==> config.mk <==
export PLATFORM = sky130hd
export DESIGN_NAME = lcm_muting
export DESIGN_NICKNAME = d
export VERILOG_FILES = /design/src/lcm_pkg.sv /design/src/lcm_muting.sv
export SDC_FILE = /design/constraint.sdc
export NUM_CORES = 1
export LEC_CHECK = 0
export BUFFER_PORTS_ARGS = -buffer_cell sky130_fd_sc_hd__buf_2
export CAP_MARGIN = 20
export CORE_MARGIN = 5
export CORE_UTILIZATION = 30
export CTS_CLUSTER_SIZE = 25
export DETAILED_ROUTE_END_ITERATION = 16
export SLEW_MARGIN = 20
export SYNTH_ARGS = -nofsm -noshare
export SYNTH_HDL_FRONTEND = slang
export SYNTH_SLANG_ARGS = --single-unit
==> constraint.sdc <==
create_clock -name pclk -period 5.32 [get_ports pclk]
set_clock_uncertainty 0.15 [all_clocks]
set_input_delay 0 -clock pclk [delete_from_list [all_inputs] [get_ports pclk]]
set_output_delay 0 -clock pclk [all_outputs]
set_load 0.02 [all_outputs]
==> src/lcm_pkg.sv <==
// Purpose: Shared constants and types for the light curtain muting block.
// Assumes: 50 MHz pclk, one scan tick per controller scan cycle.
// Notes: Register map, field positions, reset values and timing counts live here.
package lcm_pkg;

	// Register byte offsets on the APB bus.
	localparam logic [31:0] OFS_CTRL = 32'h0000_0000;
	localparam logic [31:0] OFS_SYNC = 32'h0000_0004;
	localparam logic [31:0] OFS_STATUS = 32'h0000_0008;
	localparam logic [31:0] OFS_INPUTS = 32'h0000_000c;

	// Control register fields.
	localparam int CTRL_RUN_BIT = 0;
	localparam int CTRL_MODE_LSB = 1;
	localparam int CTRL_MODE_MSB = 2;

	// Status register fields.
	localparam int ST_GRANT_BIT = 0;
	localparam int ST_MUTE_BIT = 1;
	localparam int ST_FORCE_BIT = 2;
	localparam int ST_FAULT_BIT = 3;
	localparam int ST_CMIS_BIT = 4;
	localparam int ST_OMIS_BIT = 5;
	localparam int ST_SYNC_BIT = 6;
	localparam int ST_SEQ_BIT = 7;
	localparam int ST_STATE_LSB = 8;
	localparam int ST_STATE_MSB = 10;

	// Input vector bit positions.
	localparam int IN_CURT_A = 0;
	localparam int IN_CURT_B = 1;
	localparam int IN_OVR_A = 2;
	localparam int IN_OVR_B = 3;
	localparam int IN_ONE_A = 4;
	localparam int IN_ONE_B = 5;
	localparam int IN_TWO_A = 6;
	localparam int IN_TWO_B = 7;
	localparam int IN_COUNT = 8;

	// Timing: clock, scan cycle, synchronization window, pair mismatch time.
	localparam longint CLK_PERIOD_NS = 20;
	localparam longint SCAN_TIME_NS = 1000000;
	localparam int unsigned SCAN_CYCLES_DEF = 32'(SCAN_TIME_NS / CLK_PERIOD_NS);
	localparam longint SYNC_TIME_S = 3;
	localparam logic [15:0] SYNC_TICKS_DEF = 16'(SYNC_TIME_S * 64'd1000000000 / SCAN_TIME_NS);
	localparam logic [15:0] DISC_TICKS = 16'h001e;

	localparam logic [1:0] MODE_RESET = 2'h1;

	typedef enum logic [1:0] {
		MODE_POS = 2'h0,
		MODE_PAR = 2'h1,
		MODE_FWD = 2'h2,
		MODE_BI = 2'h3
	} lcm_mode_t;

	typedef enum logic [2:0] {
		ST_IDLE = 3'h0,
		ST_WAIT_IN = 3'h1,
		ST_WAIT_OUT = 3'h2,
		ST_MUTE_IN = 3'h3,
		ST_MUTE_OUT = 3'h4,
		ST_FORCE = 3'h5
	} lcm_state_t;

endpackage

==> src/lcm_muting.sv <==
// Purpose: Light curtain muting logic with override, pair mismatch and sequence checks.
// Assumes: APB slave on pclk; pins are asynchronous and pass a three-stage filter.
// Notes: All muting decisions and flags update once per scan tick.
//
// Notes on behaviour
// - Curtain pair mismatch drops grant, raises fault; pair inactive-to-active clears it.
// - Override pair mismatch drops grant, raises fault; pair inactive-to-active clears it.
// - Stopped-to-running clears sequence and mismatch errors; muting does not clear sequence.
// - Sync error keeps grant on, fault off; cleared on next normal muting entry.
// - Curtain blocked with sync or sequence error pending drops grant, raises fault.
// - Parallel mode enters muting when one-A then one-B turn on.
// - While muting, grant stays on even with the curtain interrupted.
// - Parallel mode leaves muting when one-A stops detecting.
// - Forward mode mutes after one-A then one-B; leaves when two-A stops.
// - Bidirectional mode also mutes on two-B then two-A.
// - Bidirectional leaves on two-A off entering, one-B off exiting.
// - Position mode mutes when one-A turns on.
// - Position mode unmutes when one-A turns off.
// - Override turning on forces muting, mute-active, grant and force-active.
// - Forced muting ends when one-B stops detecting.
// - Synchronization window defaults to three seconds.
// - Pair onset spacing beyond the window flags sync error, except position mode.
// - Second sensor first, or both together, flags a sequence error.
`timescale 1ns/1ps
module lcm_muting #(
	parameter int unsigned SCAN_CYCLES = lcm_pkg::SCAN_CYCLES_DEF
) (
	input wire logic pclk,
	input wire logic presetn,
	input wire logic psel,
	input wire logic penable,
	input wire logic pwrite,
	input wire logic [31:0] paddr,
	input wire logic [31:0] pwdata,
	output logic [31:0] prdata,
	output logic pready,
	output logic pslverr,
	input wire logic light_curtain_input_a,
	input wire logic light_curtain_input_b,
	input wire logic override_input_a,
	input wire logic override_input_b,
	input wire logic sensor_one_a,
	input wire logic sensor_one_b,
	input wire logic sensor_two_a,
	input wire logic sensor_two_b,
	output logic safe_output_grant,
	output logic mute_active,
	output logic force_active,
	output logic fault_flag,
	output logic curtain_mismatch_flag,
	output logic override_mismatch_flag,
	output logic sync_error_flag,
	output logic sequence_error_flag
);
	import lcm_pkg::*;

	logic [IN_COUNT-1:0] pin_raw, s1_reg, s2_reg, s3_reg, filt_reg, prev_reg, rise, fall;
	logic [31:0] scan_cnt_reg, status_word;
	logic tick, run_reg, run_prev_reg, run_rise, timeout, addr_ok;
	lcm_mode_t mode_reg;
	logic [15:0] sync_reg, wait_cnt_reg;
	lcm_state_t state_reg, state_next;
	logic seq_set, sync_set, mute_enter, muted_next, seq_next, sync_next;
	logic c_ok, c_fall, o_on, o_rise, pend_fault, grant_next, fault_next;
	logic [1:0] mis_reg, mis_next;

	assign pin_raw = {sensor_two_b, sensor_two_a, sensor_one_b, sensor_one_a,
		override_input_b, override_input_a, light_curtain_input_b, light_curtain_input_a};

	// Three-stage filter; the first stage feeds only the second.
	generate
		for (genvar i = 0; i < IN_COUNT; i++) begin : g_in
			always_ff @(posedge pclk or negedge presetn) begin
				if (!presetn) begin
					s1_reg[i] <= 1'b0;
					s2_reg[i] <= 1'b0;
					s3_reg[i] <= 1'b0;
					filt_reg[i] <= 1'b0;
				end else begin
					s1_reg[i] <= pin_raw[i];
					s2_reg[i] <= s1_reg[i];
					s3_reg[i] <= s2_reg[i];
					if (s2_reg[i] == s3_reg[i]) begin
						filt_reg[i] <= s3_reg[i];
					end
				end
			end
		end
	endgenerate

	// Scan tick generator.
	assign tick = (scan_cnt_reg == SCAN_CYCLES - 1);

	always_ff @(posedge pclk or negedge presetn) begin
		if (!presetn) begin
			scan_cnt_reg <= 32'h0000_0000;
		end else if (tick) begin
			scan_cnt_reg <= 32'h0000_0000;
		end else begin
			scan_cnt_reg <= scan_cnt_reg + 32'h0000_0001;
		end
	end

	// Edges are taken between two consecutive scans, so a pulse that starts and ends between two ticks is missed.
	always_ff @(posedge pclk or negedge presetn) begin
		if (!presetn) begin
			prev_reg <= '0;
			run_prev_reg <= 1'b0;
		end else if (tick) begin
			prev_reg <= filt_reg;
			run_prev_reg <= run_reg;
		end
	end

	assign rise = filt_reg & ~prev_reg;
	assign fall = ~filt_reg & prev_reg;
	assign run_rise = run_reg & ~run_prev_reg;
	assign c_ok = filt_reg[IN_CURT_A] & filt_reg[IN_CURT_B];
	assign c_fall = ~c_ok & prev_reg[IN_CURT_A] & prev_reg[IN_CURT_B];
	assign o_on = filt_reg[IN_OVR_A] & filt_reg[IN_OVR_B];
	assign o_rise = o_on & ~(prev_reg[IN_OVR_A] & prev_reg[IN_OVR_B]);
	assign timeout = (wait_cnt_reg > sync_reg);

	// Pair mismatch checks: index 0 is the curtain pair, 1 the override pair.
	generate
		for (genvar p = 0; p < 2; p++) begin : g_pair
			logic [15:0] cnt_reg;
			logic pair_rise;
			assign pair_rise = filt_reg[2*p] & filt_reg[2*p+1] &
				~(prev_reg[2*p] & prev_reg[2*p+1]);
			always_ff @(posedge pclk or negedge presetn) begin
				if (!presetn) begin
					cnt_reg <= 16'h0000;
				end else if (tick) begin
					if (filt_reg[2*p] == filt_reg[2*p+1]) begin
						cnt_reg <= 16'h0000;
					end else if (cnt_reg != 16'hffff) begin
						cnt_reg <= cnt_reg + 16'h0001;
					end
				end
			end
			// Detection wins over a clear in the same scan.
			always_comb begin
				mis_next[p] = mis_reg[p];
				if (pair_rise || run_rise) begin
					mis_next[p] = 1'b0;
				end
				if (run_reg && cnt_reg >= DISC_TICKS) begin
					mis_next[p] = 1'b1;
				end
			end
		end
	endgenerate

	// Muting sequence decoder.
	always_comb begin
		state_next = state_reg;
		seq_set = 1'b0;
		sync_set = 1'b0;
		case (state_reg)
			ST_IDLE: begin
				// The sequence assumes every sensor read inactive beforehand.
				if (mode_reg == MODE_POS) begin
					if (filt_reg[IN_ONE_A]) begin
						state_next = ST_MUTE_IN;
					end else if (c_fall) begin
						seq_set = 1'b1;
					end
				end else if (rise[IN_ONE_A] && rise[IN_ONE_B]) begin
					seq_set = 1'b1;
				end else if (rise[IN_ONE_B] && !filt_reg[IN_ONE_A]) begin
					seq_set = 1'b1;
				end else if (mode_reg != MODE_PAR && (rise[IN_TWO_A] ||
					(rise[IN_TWO_B] && mode_reg == MODE_FWD))) begin
					seq_set = 1'b1;
				end else if (rise[IN_ONE_A]) begin
					state_next = ST_WAIT_IN;
				end else if (mode_reg == MODE_BI && rise[IN_TWO_B]) begin
					state_next = ST_WAIT_OUT;
				end
			end
			ST_WAIT_IN: begin
				if (!filt_reg[IN_ONE_A]) begin
					state_next = ST_IDLE;
				end else if (c_fall || (mode_reg != MODE_PAR &&
					(rise[IN_TWO_A] || rise[IN_TWO_B]))) begin
					seq_set = 1'b1;
					state_next = ST_IDLE;
				end else if (timeout) begin
					sync_set = 1'b1;
					state_next = ST_IDLE;
				end else if (rise[IN_ONE_B]) begin
					state_next = ST_MUTE_IN;
				end
			end
			ST_WAIT_OUT: begin
				if (!filt_reg[IN_TWO_B]) begin
					state_next = ST_IDLE;
				end else if (c_fall || rise[IN_ONE_A] || rise[IN_ONE_B]) begin
					seq_set = 1'b1;
					state_next = ST_IDLE;
				end else if (timeout) begin
					sync_set = 1'b1;
					state_next = ST_IDLE;
				end else if (rise[IN_TWO_A]) begin
					state_next = ST_MUTE_OUT;
				end
			end
			ST_MUTE_IN: begin
				if ((mode_reg == MODE_POS || mode_reg == MODE_PAR) && fall[IN_ONE_A]) begin
					state_next = ST_IDLE;
				end else if ((mode_reg == MODE_FWD || mode_reg == MODE_BI) &&
					fall[IN_TWO_A]) begin
					state_next = ST_IDLE;
				end
			end
			ST_MUTE_OUT: begin
				if (fall[IN_ONE_B]) begin
					state_next = ST_IDLE;
				end
			end
			ST_FORCE: begin
				if (!o_on || fall[IN_ONE_B]) begin
					state_next = ST_IDLE;
				end
			end
			default: begin
				state_next = ST_IDLE;
			end
		endcase
		// Override takes over from any sequence, but not while its own pair disagrees.
		if (o_rise && !mis_next[1]) begin
			state_next = ST_FORCE;
		end
		if (!run_reg) begin
			state_next = ST_IDLE;
			seq_set = 1'b0;
			sync_set = 1'b0;
		end
	end

	assign mute_enter = (state_next == ST_MUTE_IN || state_next == ST_MUTE_OUT) &&
		(state_reg != ST_MUTE_IN && state_reg != ST_MUTE_OUT);
	assign muted_next = (state_next == ST_MUTE_IN || state_next == ST_MUTE_OUT ||
		state_next == ST_FORCE);

	// Error flags: a set in the same scan as a clear wins.
	always_comb begin
		seq_next = sequence_error_flag;
		sync_next = sync_error_flag;
		if (run_rise) begin
			seq_next = 1'b0;
			sync_next = 1'b0;
		end
		if (mute_enter) begin
			sync_next = 1'b0;
		end
		if (seq_set) begin
			seq_next = 1'b1;
		end
		if (sync_set) begin
			sync_next = 1'b1;
		end
	end

	// Mismatch beats everything; override beats a pending error; muting beats a blocked curtain.
	assign pend_fault = (seq_next | sync_next) & ~c_ok;
	assign grant_next = run_reg & ~mis_next[0] & ~mis_next[1] &
		((state_next == ST_FORCE) | (~pend_fault & (muted_next | c_ok)));
	assign fault_next = run_reg & (mis_next[0] | mis_next[1] |
		(pend_fault & (state_next != ST_FORCE)));

	always_ff @(posedge pclk or negedge presetn) begin
		if (!presetn) begin
			state_reg <= ST_IDLE;
		end else if (tick) begin
			state_reg <= state_next;
		end
	end

	// Synchronization window counter, running only while half a pair has been seen.
	always_ff @(posedge pclk or negedge presetn) begin
		if (!presetn) begin
			wait_cnt_reg <= 16'h0000;
		end else if (tick) begin
			if (state_next == ST_WAIT_IN || state_next == ST_WAIT_OUT) begin
				if (wait_cnt_reg != 16'hffff) begin
					wait_cnt_reg <= wait_cnt_reg + 16'h0001;
				end
			end else begin
				wait_cnt_reg <= 16'h0000;
			end
		end
	end

	always_ff @(posedge pclk or negedge presetn) begin
		if (!presetn) begin
			mis_reg <= 2'h0;
			sequence_error_flag <= 1'b0;
			sync_error_flag <= 1'b0;
		end else if (tick) begin
			mis_reg <= mis_next;
			sequence_error_flag <= seq_next;
			sync_error_flag <= sync_next;
		end
	end

	assign curtain_mismatch_flag = mis_reg[0];
	assign override_mismatch_flag = mis_reg[1];

	always_ff @(posedge pclk or negedge presetn) begin
		if (!presetn) begin
			safe_output_grant <= 1'b0;
			fault_flag <= 1'b0;
			mute_active <= 1'b0;
			force_active <= 1'b0;
		end else if (tick) begin
			safe_output_grant <= grant_next;
			fault_flag <= fault_next;
			mute_active <= run_reg & muted_next;
			force_active <= (state_next == ST_FORCE);
		end
	end

	// APB slave: read data is captured in the setup cycle, so the access phase answers at once.
	assign status_word = {21'h00000, state_reg, sequence_error_flag, sync_error_flag,
		mis_reg[1], mis_reg[0], fault_flag, force_active, mute_active, safe_output_grant};
	assign addr_ok = (paddr == OFS_CTRL) || (paddr == OFS_SYNC) ||
		(paddr == OFS_STATUS) || (paddr == OFS_INPUTS);
	assign pready = 1'b1;

	always_ff @(posedge pclk or negedge presetn) begin
		if (!presetn) begin
			prdata <= 32'h0000_0000;
			pslverr <= 1'b0;
		end else if (psel && !penable) begin
			pslverr <= !addr_ok;
			prdata <= 32'h0000_0000;
			if (!pwrite) begin
				case (paddr)
					OFS_CTRL: prdata <= {29'h0000000, mode_reg, run_reg};
					OFS_SYNC: prdata <= {16'h0000, sync_reg};
					OFS_STATUS: prdata <= status_word;
					OFS_INPUTS: prdata <= {24'h000000, filt_reg};
					default: prdata <= 32'h0000_0000;
				endcase
			end
		end
	end

	always_ff @(posedge pclk or negedge presetn) begin
		if (!presetn) begin
			run_reg <= 1'b0;
			mode_reg <= lcm_mode_t'(MODE_RESET);
			sync_reg <= SYNC_TICKS_DEF;
		end else if (psel && penable && pwrite) begin
			if (paddr == OFS_CTRL) begin
				run_reg <= pwdata[CTRL_RUN_BIT];
				mode_reg <= lcm_mode_t'(pwdata[CTRL_MODE_MSB:CTRL_MODE_LSB]);
			end else if (paddr == OFS_SYNC) begin
				sync_reg <= pwdata[15:0];
			end
		end
	end

endmodule

==> results of run 1 <==
## layout make-up
class                           count  area share
Timing Repair Buffer              127      0.0828
Sequential cell                   168       0.415
Tap cell                          378      0.0465
Clock inverter                     15      0.0212
Inverter                           27     0.00997
Multi-Input combinational cell    609       0.383
Clock buffer                       17      0.0418
## tightest hold or removal path, cell delays in order
cell and delay [ns]:
buf_2 0.08, nor4_1 0.03, nand4_1 0.10, nor4b_1 0.10, a22oi_1 0.14, o21ai_0 0.09
## metrics by stage
| stage | instances | setup WS (ns) |
|---|---|---|
| final | 1341 | 0.939 |
| after global routing | 1341 | 0.712 |
| after CTS | 1341 | 1.09 |
| after detailed placement | 1272 | 1.47 |
| after global placement | 1272 | 1.48 |
| after floorplan | 845 | 2.23 |
## power breakdown
part           internal [mW]  leakage (nW)  switching, mW
clock network          0.800         0.314          0.545
registers               1.29          2.18         0.0157
logic                 0.0638          2.24         0.0924
total                   2.16          4.73          0.653
## layout by cell type, fill, tap and decap left out, types with 7 or more instances in the layout
cell type and instances:
nor2b_1 9, dfstp_2 8, and2_1 7, inv_1 27, buf_2 84, ha_1 24, nand4_1 17, dlygate4sd3_1 37
dfrtp_1 160, nor2_1 64, mux2_2 8, nand2_1 117, conb_1 17, a21oi_1 19, a22oi_1 8, a22o_1 11
clkbuf_16 17, nand3_1 40, and3_1 23, xnor2_1 29, nor4_1 17, nor3_1 8, o21ai_0 55, maj3_1 8
xor2_1 25
## cells by family after synthesis
kind of cell | count (synthesis)
AOI/OAI and AO/OA | 140
other | 2
DFF | 168
and+or+nand+nor | 349
buffers and inverters | 68
adders and majority gates | 32
muxes | 17
xor gates and xnor gates | 54
## routing by layer
metal  vias to the layer above  part of all wire
li1                       3156                 -
met1                      3090              0.47
met5                         -                 0
met3                        22             0.057
met4                         0             0.013
met2                       179              0.46
## worst max path at each step
stage	startpoint	end	slack (ns)
floorplan	sync_reg[7]	wait_cnt_reg[5]	2.23
global placement	sync_reg[7]	wait_cnt_reg[15]	1.48
detailed placement	sync_reg[7]	wait_cnt_reg[9]	1.47
CTS	paddr[16]	mode_reg[0]	1.09
global route	paddr[16]	mode_reg[0]	0.71
finish	paddr[16]	mode_reg[0]	0.94
==> results.md, run 1 <==
- Status: complete, no violations
- Compound-Gate Fraction of Synth Area: 0.115
- Hold path depth: 6
- Fin util: 0.367
- Critical path's top delay family: buffers and inverters
- Vias in the first global route: roughly 6400
- Clock slew at reported path FFs: 0.07 ns
- Die ar.: roughly 31000 um2
- Critical Path Stages: 12
- Vias per inst: ~4.8
- # H-tree levels: 4
- Final setup vio count: 0
- Slowest-stage cell, CP: nor4b_1
- Cell with the most instances after synthesis: dfrtp_1
- Area after DPL: between 9000 and 10000 um2
- Post-cts sizing count: 0
- DIE WIDTH: approximately 180 um
- Clk root buf: clkbuf_16
- Remaining DRCs: 0
- Synth cell types: 80
- Period Utilization, post-route: 0.824
- Largest family of logic cells by synthesized area: simple AND/OR/NAND/NOR gates
- Register area: about 4200 um2
- Syn avg cell area: 10.1 um2
- Hold_sp: paddr[12]
- Ranking of synthesized cells by area: dfrtp_1 (48%), nand2_1 (5.2%), ha_1 (3.6%)
- Antenna-violating nets left: 0
- Final hold vios: 0
- Setup Total Neg Slack: 0 ns
- Mapped Cells: 830
- Total CTS buffers: 17
- Slew @ Worst Pin: between 1 and 1.5 ns
- Worst rel slew slack: 0.313
- Buf/Inv on CP: 6
- Overall routing resource usage: 0.126
- Peak fanout along the critical path: 8
- Max VDD drop: roughly 0.00021 V
- Max-slew violations: 0
- FF-to-FF setup slack: about 1.5 ns
- GPL Wtd Cong: a little under 0.9
- Fraction of layout cells with a size suffix above 1: 0.168
- Minimum clock period: between 4 and 5 ns
- DR iter-0 viols: 390
- Via count: between 6000 and 7000
- Core area: about 28000 um2
- CTS Sinks: between 150 and 200
- Antenna cells: 0
- Max-cap violations: 0
- Top cells by count, synth: dfrtp_1 (160), nand2_1 (117), nor2_1 (65)
- Clk_lat worst skew: roughly 0.43 ns
- Fillers: ~2700
- Power, Total: roughly 2.8 mW
- Top-Level Pins: around 120
- Top Usage Layer GRT: met2
- CP most frequent cell: dlygate4sd3_1
- Leak: around 4.7 nW
- Post-synthesis adder-cell area fraction: 0.0454
- Yosys top cell by area: dfrtp_1
- Mux cell area share after synthesis: 0.0260
- Synth Register Bits: approximately 170
- FFs w/ async S/R, synth: 1.00
- DR pass1 iterations: 5
- Worst Path Required: around 5.5 ns
- Mapped Area: 8380 um2
- Post-CTS Setup Inserts: 0
- Largest net degree at the start of global routing: between 100 and 150
- Startpoint types: input port
- Clock tree buffer depth: 2
- Post-Synth Simple-Gate Area: 0.213
- CP max stage delay: 0.73 ns
- Worst R2R Path Depth: 11
- CP endpoint kind: flop
- Fmax: about 0.23 GHz
- Finished Cell Area: between 10000 and 15000 um2
- CTS Hold Bufs: 37
- Initial antenna violation count: 0
- Multi-input logic area: 3890 um2
- Initial Util: 0.302
- Routed len/inst: ~15 um
- Sequential area share after synthesis: 0.503
- TritonCTS clock tree: yes
- Met2 usage: 0.202
- Hold Path Sink: prdata[9]
- Top cell type's share of synthesized area: 0.478
- Setup Crit Path Kind: in -> reg
- RSZ-0062 raised after global routing: false
- Min Hold Slack: between 0.02 and 0.025 ns
- Rows: 61
- Port-buffer cells: 85
- Post-DP HPWL: 13700 um
- Met1 Resource Use GR: 0.166
- Met3 GRT Util: 0.0340
- Area grow syn2layout: 21.4%
- EDFF count, synth: 0
- Grt ovf: 0
- Reg2reg start: sync_reg[7]
- Global-route wire length before repair: around 32000 um
- Hold Path Class: in -> reg
- Post-Synth XOR/XNOR Area: 0.0565
- Worst R2R End: wait_cnt_reg[9]
- Ys Warns: 0
- Height of the die: approximately 180 um
- Final WL: 19600 um
- Critical Path AT: 4.59 ns
- Top FF cell, synth: dfrtp_1
- Pwr/cell area: 276 nW/um2
- Cells along the critical path: dlygate4sd3_1, buf_2, nor4_1, dlygate4sd3_1, nand4_1, dlygate4sd3_1, nor2_1, nor4b_1, nand2_1, dlygate4sd3_1, o21ai_0, dlygate4sd3_1
- Final #Nets: between 1000 and 1500
Note: power is estimated with default switching activity, not from simulation.
==> run 2, diff against run 1 <==
==> constraint.sdc (replaced) <==
create_clock -name pclk -period 3.85 [get_ports pclk]
set_clock_uncertainty 0.15 [all_clocks]
set_input_delay 0 -clock pclk [delete_from_list [all_inputs] [get_ports pclk]]
set_output_delay 0 -clock pclk [all_outputs]
set_load 0.02 [all_outputs]
==> results.md, run 2 (synthesis results as in run 1) <==
- Status: finished, violations left
- Violated checks: negative hold slack
- Final #Nets: 1059 (+0.76%)
- Core area: 27700 um2 (unchanged)
- DIE WIDTH: 177 um (unchanged)
- Remaining DRCs: 0 (unchanged)
- Multi-input logic area: 3890 um2 (unchanged)
- Routed len/inst: 14.7 um (+0.45%)
- Period Utilization, post-route: 0.918
- Reg2reg start: sync_reg[11]
- TritonCTS clock tree: yes
- # H-tree levels: 4 (unchanged)
- Max-slew violations: 0 (unchanged)
- Grt ovf: 0 (unchanged)
- Combinational power share: 0.059 (+0.003)
- Most frequent cells in the layout: dfrtp_1 (160), nand2_1 (117), buf_2 (84)
- Hold Path Class: in -> async
- Minimum clock period: roughly 3.5 ns
- Power share of the clock group: 0.461 (-0.018)
- DR pass1 iterations: 4 (-1)
- Setup Total Neg Slack: 0 ns (unchanged)
- Area grow syn2layout: 21.9%
- Clock tree buffer depth: 2 (unchanged)
- RSZ-0062 raised after global routing: false
- Peak fanout along the critical path: 9 (+1)
- Worst rel slew slack: 0.299 (-0.0138)
- Min Hold Slack: -0.00986 ns (-0.0321 ns)
- Total CTS buffers: 17 (unchanged)
- Fraction of layout cells with a size suffix above 1: 0.171 (+0.00273)
- Leak: 4.76 nW (+0.51%)
- Rows: 61 (unchanged)
- Largest net degree at the start of global routing: 69 (-38%)
- Seq pwr share: 0.480 (+0.014)
- Via count: 6551 (+1.6%)
- Area after DPL: 9200 um2 (+0.46%)
- Clk_lat worst skew: 0.43 ns (about the same)
- Initial antenna violation count: 0 (unchanged)
- Pwr/cell area: 369 nW/um2 (+33%)
- Final setup vio count: 0 (unchanged)
- Final hold vios: 14 (+14)
- Worst R2R Path Depth: 12 (+1)
- Worst Path Required: 4.02 ns (-1.51 ns)
- Overall routing resource usage: 0.130 (+0.00372)
- Port-buffer cells: 85 (unchanged)
- Vias per inst: 4.86 (+1.0%)
- Global-route wire length before repair: 33000 um (+3.0%)
- Die ar.: 31400 um2 (unchanged)
- Register area: 4210 um2 (unchanged)
- Top-Level Pins: 119 (unchanged)
- Clk root buf: clkbuf_16
- Fillers: 2735 (+0.92%)
- CTS Sinks: 168 (unchanged)
- Worst Slack Setup Final: 0.317 ns (-0.622 ns)
- GPL Wtd Cong: 0.885 (+0.52%)
- Slew @ Worst Pin: 1.04 ns (+0.0129 ns)
- Switch Pwr: 956 uW (+46%)
- Vias in the first global route: 6387 (+0.44%)
- Clock slew at reported path FFs: 0.08 ns (about the same)
- Max-cap violations: 0 (unchanged)
- Antenna-violating nets left: 0 (unchanged)
- Height of the die: 177 um (unchanged)
- Internal power: 2.81 mW (+30%)
- Final WL: 19800 um (+1.1%)
- CP endpoint kind: flop
- Worst R2R End: wait_cnt_reg[13]
- Sw Share: 0.254 (+0.0215)
- Critical Path AT: 3.70 ns (-0.89 ns)
- Most common cell after layout, fill and taps aside: dfrtp_1
- Initial Util: 0.302 (unchanged)
- FF-to-FF setup slack: 0.32 ns (-1.20 ns)
- DR iter-0 viols: 337 (-14%)
- Max VDD drop: 0.000280 V (+32%)
- Antenna cells: 0 (unchanged)
- Post-DP HPWL: 14000 um (+1.8%)
- Finished Cell Area: 10200 um2 (+0.42%)
- DP Worst Slack: 0.331 ns (-1.13 ns)
- Startpoint types: flop
- Fmax: between 0.2 and 0.3 GHz
- Setup Crit Path Kind: reg -> reg
- Post-cts sizing count: 0 (unchanged)
==> run 2: changes by cell type in the layout (fill, tap and decap cells not counted), moves of 2 or more <==
cell and delta:
clkinv_4 +2, dlygate4sd3_1 +4, buf_4 +3, clkinv_2 -2, bufinv_16 -3, clkinv_8 +2
==> run 2: layer usage <==
layer / wire length, um / vias up / share of wire / global-route usage
li1: - / 3178 / - / -
met3: 1030 / 21 / 0.052 / 0.0291
met2: 8920 / 175 / 0.45 / 0.204
met5: 0 / - / 0 / 0
met4: 344 / 0 / 0.017 / 0.0429
met1: 9530 / 3177 / 0.48 / 0.178
==> run 2: final cells by class <==
cell class	instances	area share
clock buffer	17	0.0417
clock inverter	15	0.0174
inverter	27	0.00993
multi-input combinational	609	0.382
sequential	168	0.413
tap	378	0.0463
timing repair buffer	135	0.0903
==> run 2: repair_timing <==
action / 4_1_cts / 5_1_grt
endpoints found under the hold margin: 166 / 0
buffers inserted: 0 / 0
hold buffers: 41 / 0
==> run 2: per-stage QoR <==
stage                     utilization  cells  total power, mW  hold WS (ns)
after floorplan                     -    845             1.94        -0.446
after global placement          0.332   1276             2.04       -0.0937
after detailed placement        0.332   1276             2.04       -0.0847
after CTS                       0.368   1349             3.82       0.00153
after global routing            0.368   1349             3.91        0.0475
final                           0.368   1349             3.77      -0.00986
==> run 2: critical path: stages (launching register included) <==
cell and delay (ns):
dfstp_2 0.53, inv_1 0.05, ha_1 0.29, nand2_1 0.09
nor4_2 0.43, a21bo_1 0.29, a31oi_1 0.24, o32ai_2 0.13
buf_4 0.17, or4_1 0.53, nand3_2 0.21, mux2i_1 0.24
nor3_2 0.06
==> run 2: how the worst max path moves through the flow <==
stage	startpoint	endpoint	slack [ns]
after floorplan	sync_reg[7]	wait_cnt_reg[5]	0.76
after global placement	wait_cnt_reg[15]	wait_cnt_reg[13]	0.39
after detailed placement	wait_cnt_reg[15]	wait_cnt_reg[11]	0.33
final	sync_reg[11]	wait_cnt_reg[13]	0.32
after CTS	sync_reg[11]	wait_cnt_reg[13]	0.31
after global routing	paddr[16]	sync_reg[3]	0.09
==> run 2: power by group through the flow <==
stage	registers, mW	clock network (mW)	logic, mW
after global routing	1.81	1.86	0.249
after CTS	1.81	1.79	0.223
after floorplan	1.83	0	0.111
final	1.81	1.74	0.221
after detailed placement	1.84	0	0.196
after global placement	1.84	0	0.195
==> run 3, diff against run 2 <==
--- a/config.mk
+++ b/config.mk
@@ -5,12 +5,13 @@
 export SDC_FILE = /design/constraint.sdc
 export NUM_CORES = 1
 export LEC_CHECK = 0
-export BUFFER_PORTS_ARGS = -buffer_cell sky130_fd_sc_hd__buf_2
 export CAP_MARGIN = 20
 export CORE_MARGIN = 5
 export CORE_UTILIZATION = 30
 export CTS_CLUSTER_SIZE = 25
 export DETAILED_ROUTE_END_ITERATION = 16
+export DONT_BUFFER_PORTS = 1
+export GPL_TIMING_DRIVEN = 1
 export SLEW_MARGIN = 20
 export SYNTH_ARGS = -nofsm -noshare
 export SYNTH_HDL_FRONTEND = slang
==> results.md, run 3 (synthesis results as in run 1) <==
- Status: finished, violations left
- Violated checks: negative hold slack
- DR iter-0 viols: 301 (-11%)
- CP endpoint kind: flop
- Rows: 61 (unchanged)
- Max VDD drop: 0.000319 V (+14%)
- Clk_lat worst skew: 0.44 ns (about the same)
- Finished Cell Area: 9890 um2 (-3.2%)
- Critical Path AT: 3.65 ns (-0.05 ns)
- Final hold vios: 168 (+154)
- Clock tree buffer depth: 2 (unchanged)
- Vias in the first global route: 6038 (-5.5%)
- CTS Sinks: 168 (unchanged)
- Overall routing resource usage: 0.124 (-0.00612)
- Fmax: 0.288 GHz (+1.8%)
- Leak: 4.42 nW (-7.2%)
- Initial Util: 0.302 (unchanged)
- Setup Crit Path Kind: reg -> reg
- GPL Wtd Cong: 0.814 (-8.1%)
- Die ar.: 31400 um2 (unchanged)
- Fraction of layout cells with a size suffix above 1: 0.0880 (-0.0830)
- Remaining DRCs: 0 (unchanged)
- Top-Level Pins: 119 (unchanged)
- Port-buffer cells: 0 (-100%)
- Antenna-violating nets left: 0 (unchanged)
- Clock slew at reported path FFs: 0.08 ns (about the same)
- Minimum clock period: 3.47 ns (-0.0626 ns)
- DIE WIDTH: 177 um (unchanged)
- Most frequent cells in the layout: dfrtp_1 (160), nand2_1 (117), nor2_1 (64)
- Fillers: 2763 (+1.0%)
- Setup Total Neg Slack: 0 ns (unchanged)
- Final WL: 19000 um (-4.0%)
- Min Hold Slack: -0.881 ns (-0.872 ns)
- Total CTS buffers: 17 (unchanged)
- CTS Hold Bufs: 55 (+34%)
- Max-cap violations: 0 (unchanged)
- Global-route wire length before repair: 31100 um (-5.6%)
- Most common cell after layout, fill and taps aside: dfrtp_1
- Initial antenna violation count: 0 (unchanged)
- Worst rel slew slack: 0.488 (+0.189)
- Via count: 6204 (-5.3%)
- Grt ovf: 0 (unchanged)
- Area grow syn2layout: 18.0%
- Reg2reg start: sync_reg[11]
- Core area: 27700 um2 (unchanged)
- Vias per inst: 4.86 (+0.12%)
- Period Utilization, post-route: 0.901 (-0.0163)
- Routed len/inst: 14.9 um (+1.5%)
- TritonCTS clock tree: yes
- Startpoint types: flop
- Final setup vio count: 0 (unchanged)
- Area after DPL: 8740 um2 (-5.0%)
- DR pass1 iterations: 6 (+2)
- Clk root buf: clkbuf_16
- Peak fanout along the critical path: 9 (unchanged)
- Pwr/cell area: 370 nW/um2 (+0.34%)
- Antenna cells: 0 (unchanged)
- Slew @ Worst Pin: 0.758 ns (-0.285 ns)
- # H-tree levels: 4 (unchanged)
- Height of the die: 177 um (unchanged)
- Post-DP HPWL: 13400 um (-4.4%)
- Largest net degree at the start of global routing: 169 (+140%)
- Worst Path Required: 4.03 ns (about the same)
- RSZ-0062 raised after global routing: false
- Final #Nets: 986 (-6.9%)
- Hold Path Class: in -> async
- Max-slew violations: 0 (unchanged)
- Crit path from: sync_reg[11]
==> run 3: cell types whose count changed in the layout (fill, tap and decap cells not counted), sizes merged <==
cell,before,now
buf,94,7
bufinv,1,0
clkinvlp,0,1
dlygate4sd3,41,55
==> run 3: final timing paths <==
kind	end	slack, ns	cells past startpoint
max in group asynchronous	mode_reg[0]	4.09	0
worst min register to register	s2_reg[5]	0.19	0
worst max-delay path	wait_cnt_reg[11]	0.38	12
worst min-delay path	scan_cnt_reg[17]	-0.88	0
min in group pclk	prdata[4]	0.05	3
worst max register to register	wait_cnt_reg[11]	0.38	12
==> run 3: stage by stage <==
step / worst slack, ns / util / hold slack, ns / std cells / total power [mW]
5_1_grt: 0.141 / 0.357 / -0.914 / 1276 / 3.81
3_3_place_gp: 0.403 / 0.315 / -0.426 / 1189 / 1.96
3_5_place_dp: 0.358 / 0.315 / -0.427 / 1189 / 1.96
6_report: 0.380 / 0.357 / -0.881 / 1276 / 3.66
4_1_cts: 0.339 / 0.357 / -0.905 / 1276 / 3.72
2_1_floorplan: 0.764 / - / -0.446 / 845 / 1.94
==> run 3: what timing repair did <==
| item | CTS | global route |
|---|---|---|
| resized for setup | 0 | 0 |
| hold endpoints to repair | 212 | 168 |
| buffers inserted | 0 | 0 |
==> run 3: cell type report <==
| class | count | area (um2) | area share |
|---|---|---|---|
| well taps | 378 | 473 | 0.0478 |
| clock inverters | 15 | 174 | 0.0176 |
| flip-flops and latches | 168 | 4210 | 0.426 |
| multi-input cells | 609 | 3890 | 0.394 |
| clock buffers | 17 | 425 | 0.0430 |
| inverters | 27 | 101 | 0.0103 |
| repair buffers | 62 | 603 | 0.0610 |
==> run 3: where the power goes <==
| group | switching (mW) | internal (mW) | leakage (nW) | total [mW] |
|---|---|---|---|---|
| clock network | 0.819 | 0.876 | 0.290 | 1.69 |
| logic | 0.0835 | 0.0721 | 1.94 | 0.156 |
| registers | 0.0234 | 1.79 | 2.18 | 1.81 |
| total | 0.926 | 2.73 | 4.42 | 3.66 |
==> run 3: layer usage <==
metal  global-route usage  vias to the layer above  share of wire
met5                    0                        -              0
met1                0.166                     2968           0.46
met4               0.0422                        0          0.016
li1                     -                     3030              -
met2                0.195                      178           0.46
met3               0.0305                       28          0.059
==> run 3: worst max-delay path: stages, from the launching register on <==
cell and delay [ns]:
dfstp_2 0.54, inv_1 0.05, ha_1 0.29, nand2_1 0.09
nor4_2 0.38, a21bo_1 0.28, a31oi_1 0.23, o32ai_2 0.13
buf_4 0.17, or4_1 0.53, nand3_2 0.20, mux2i_1 0.25
nor3_2 0.06
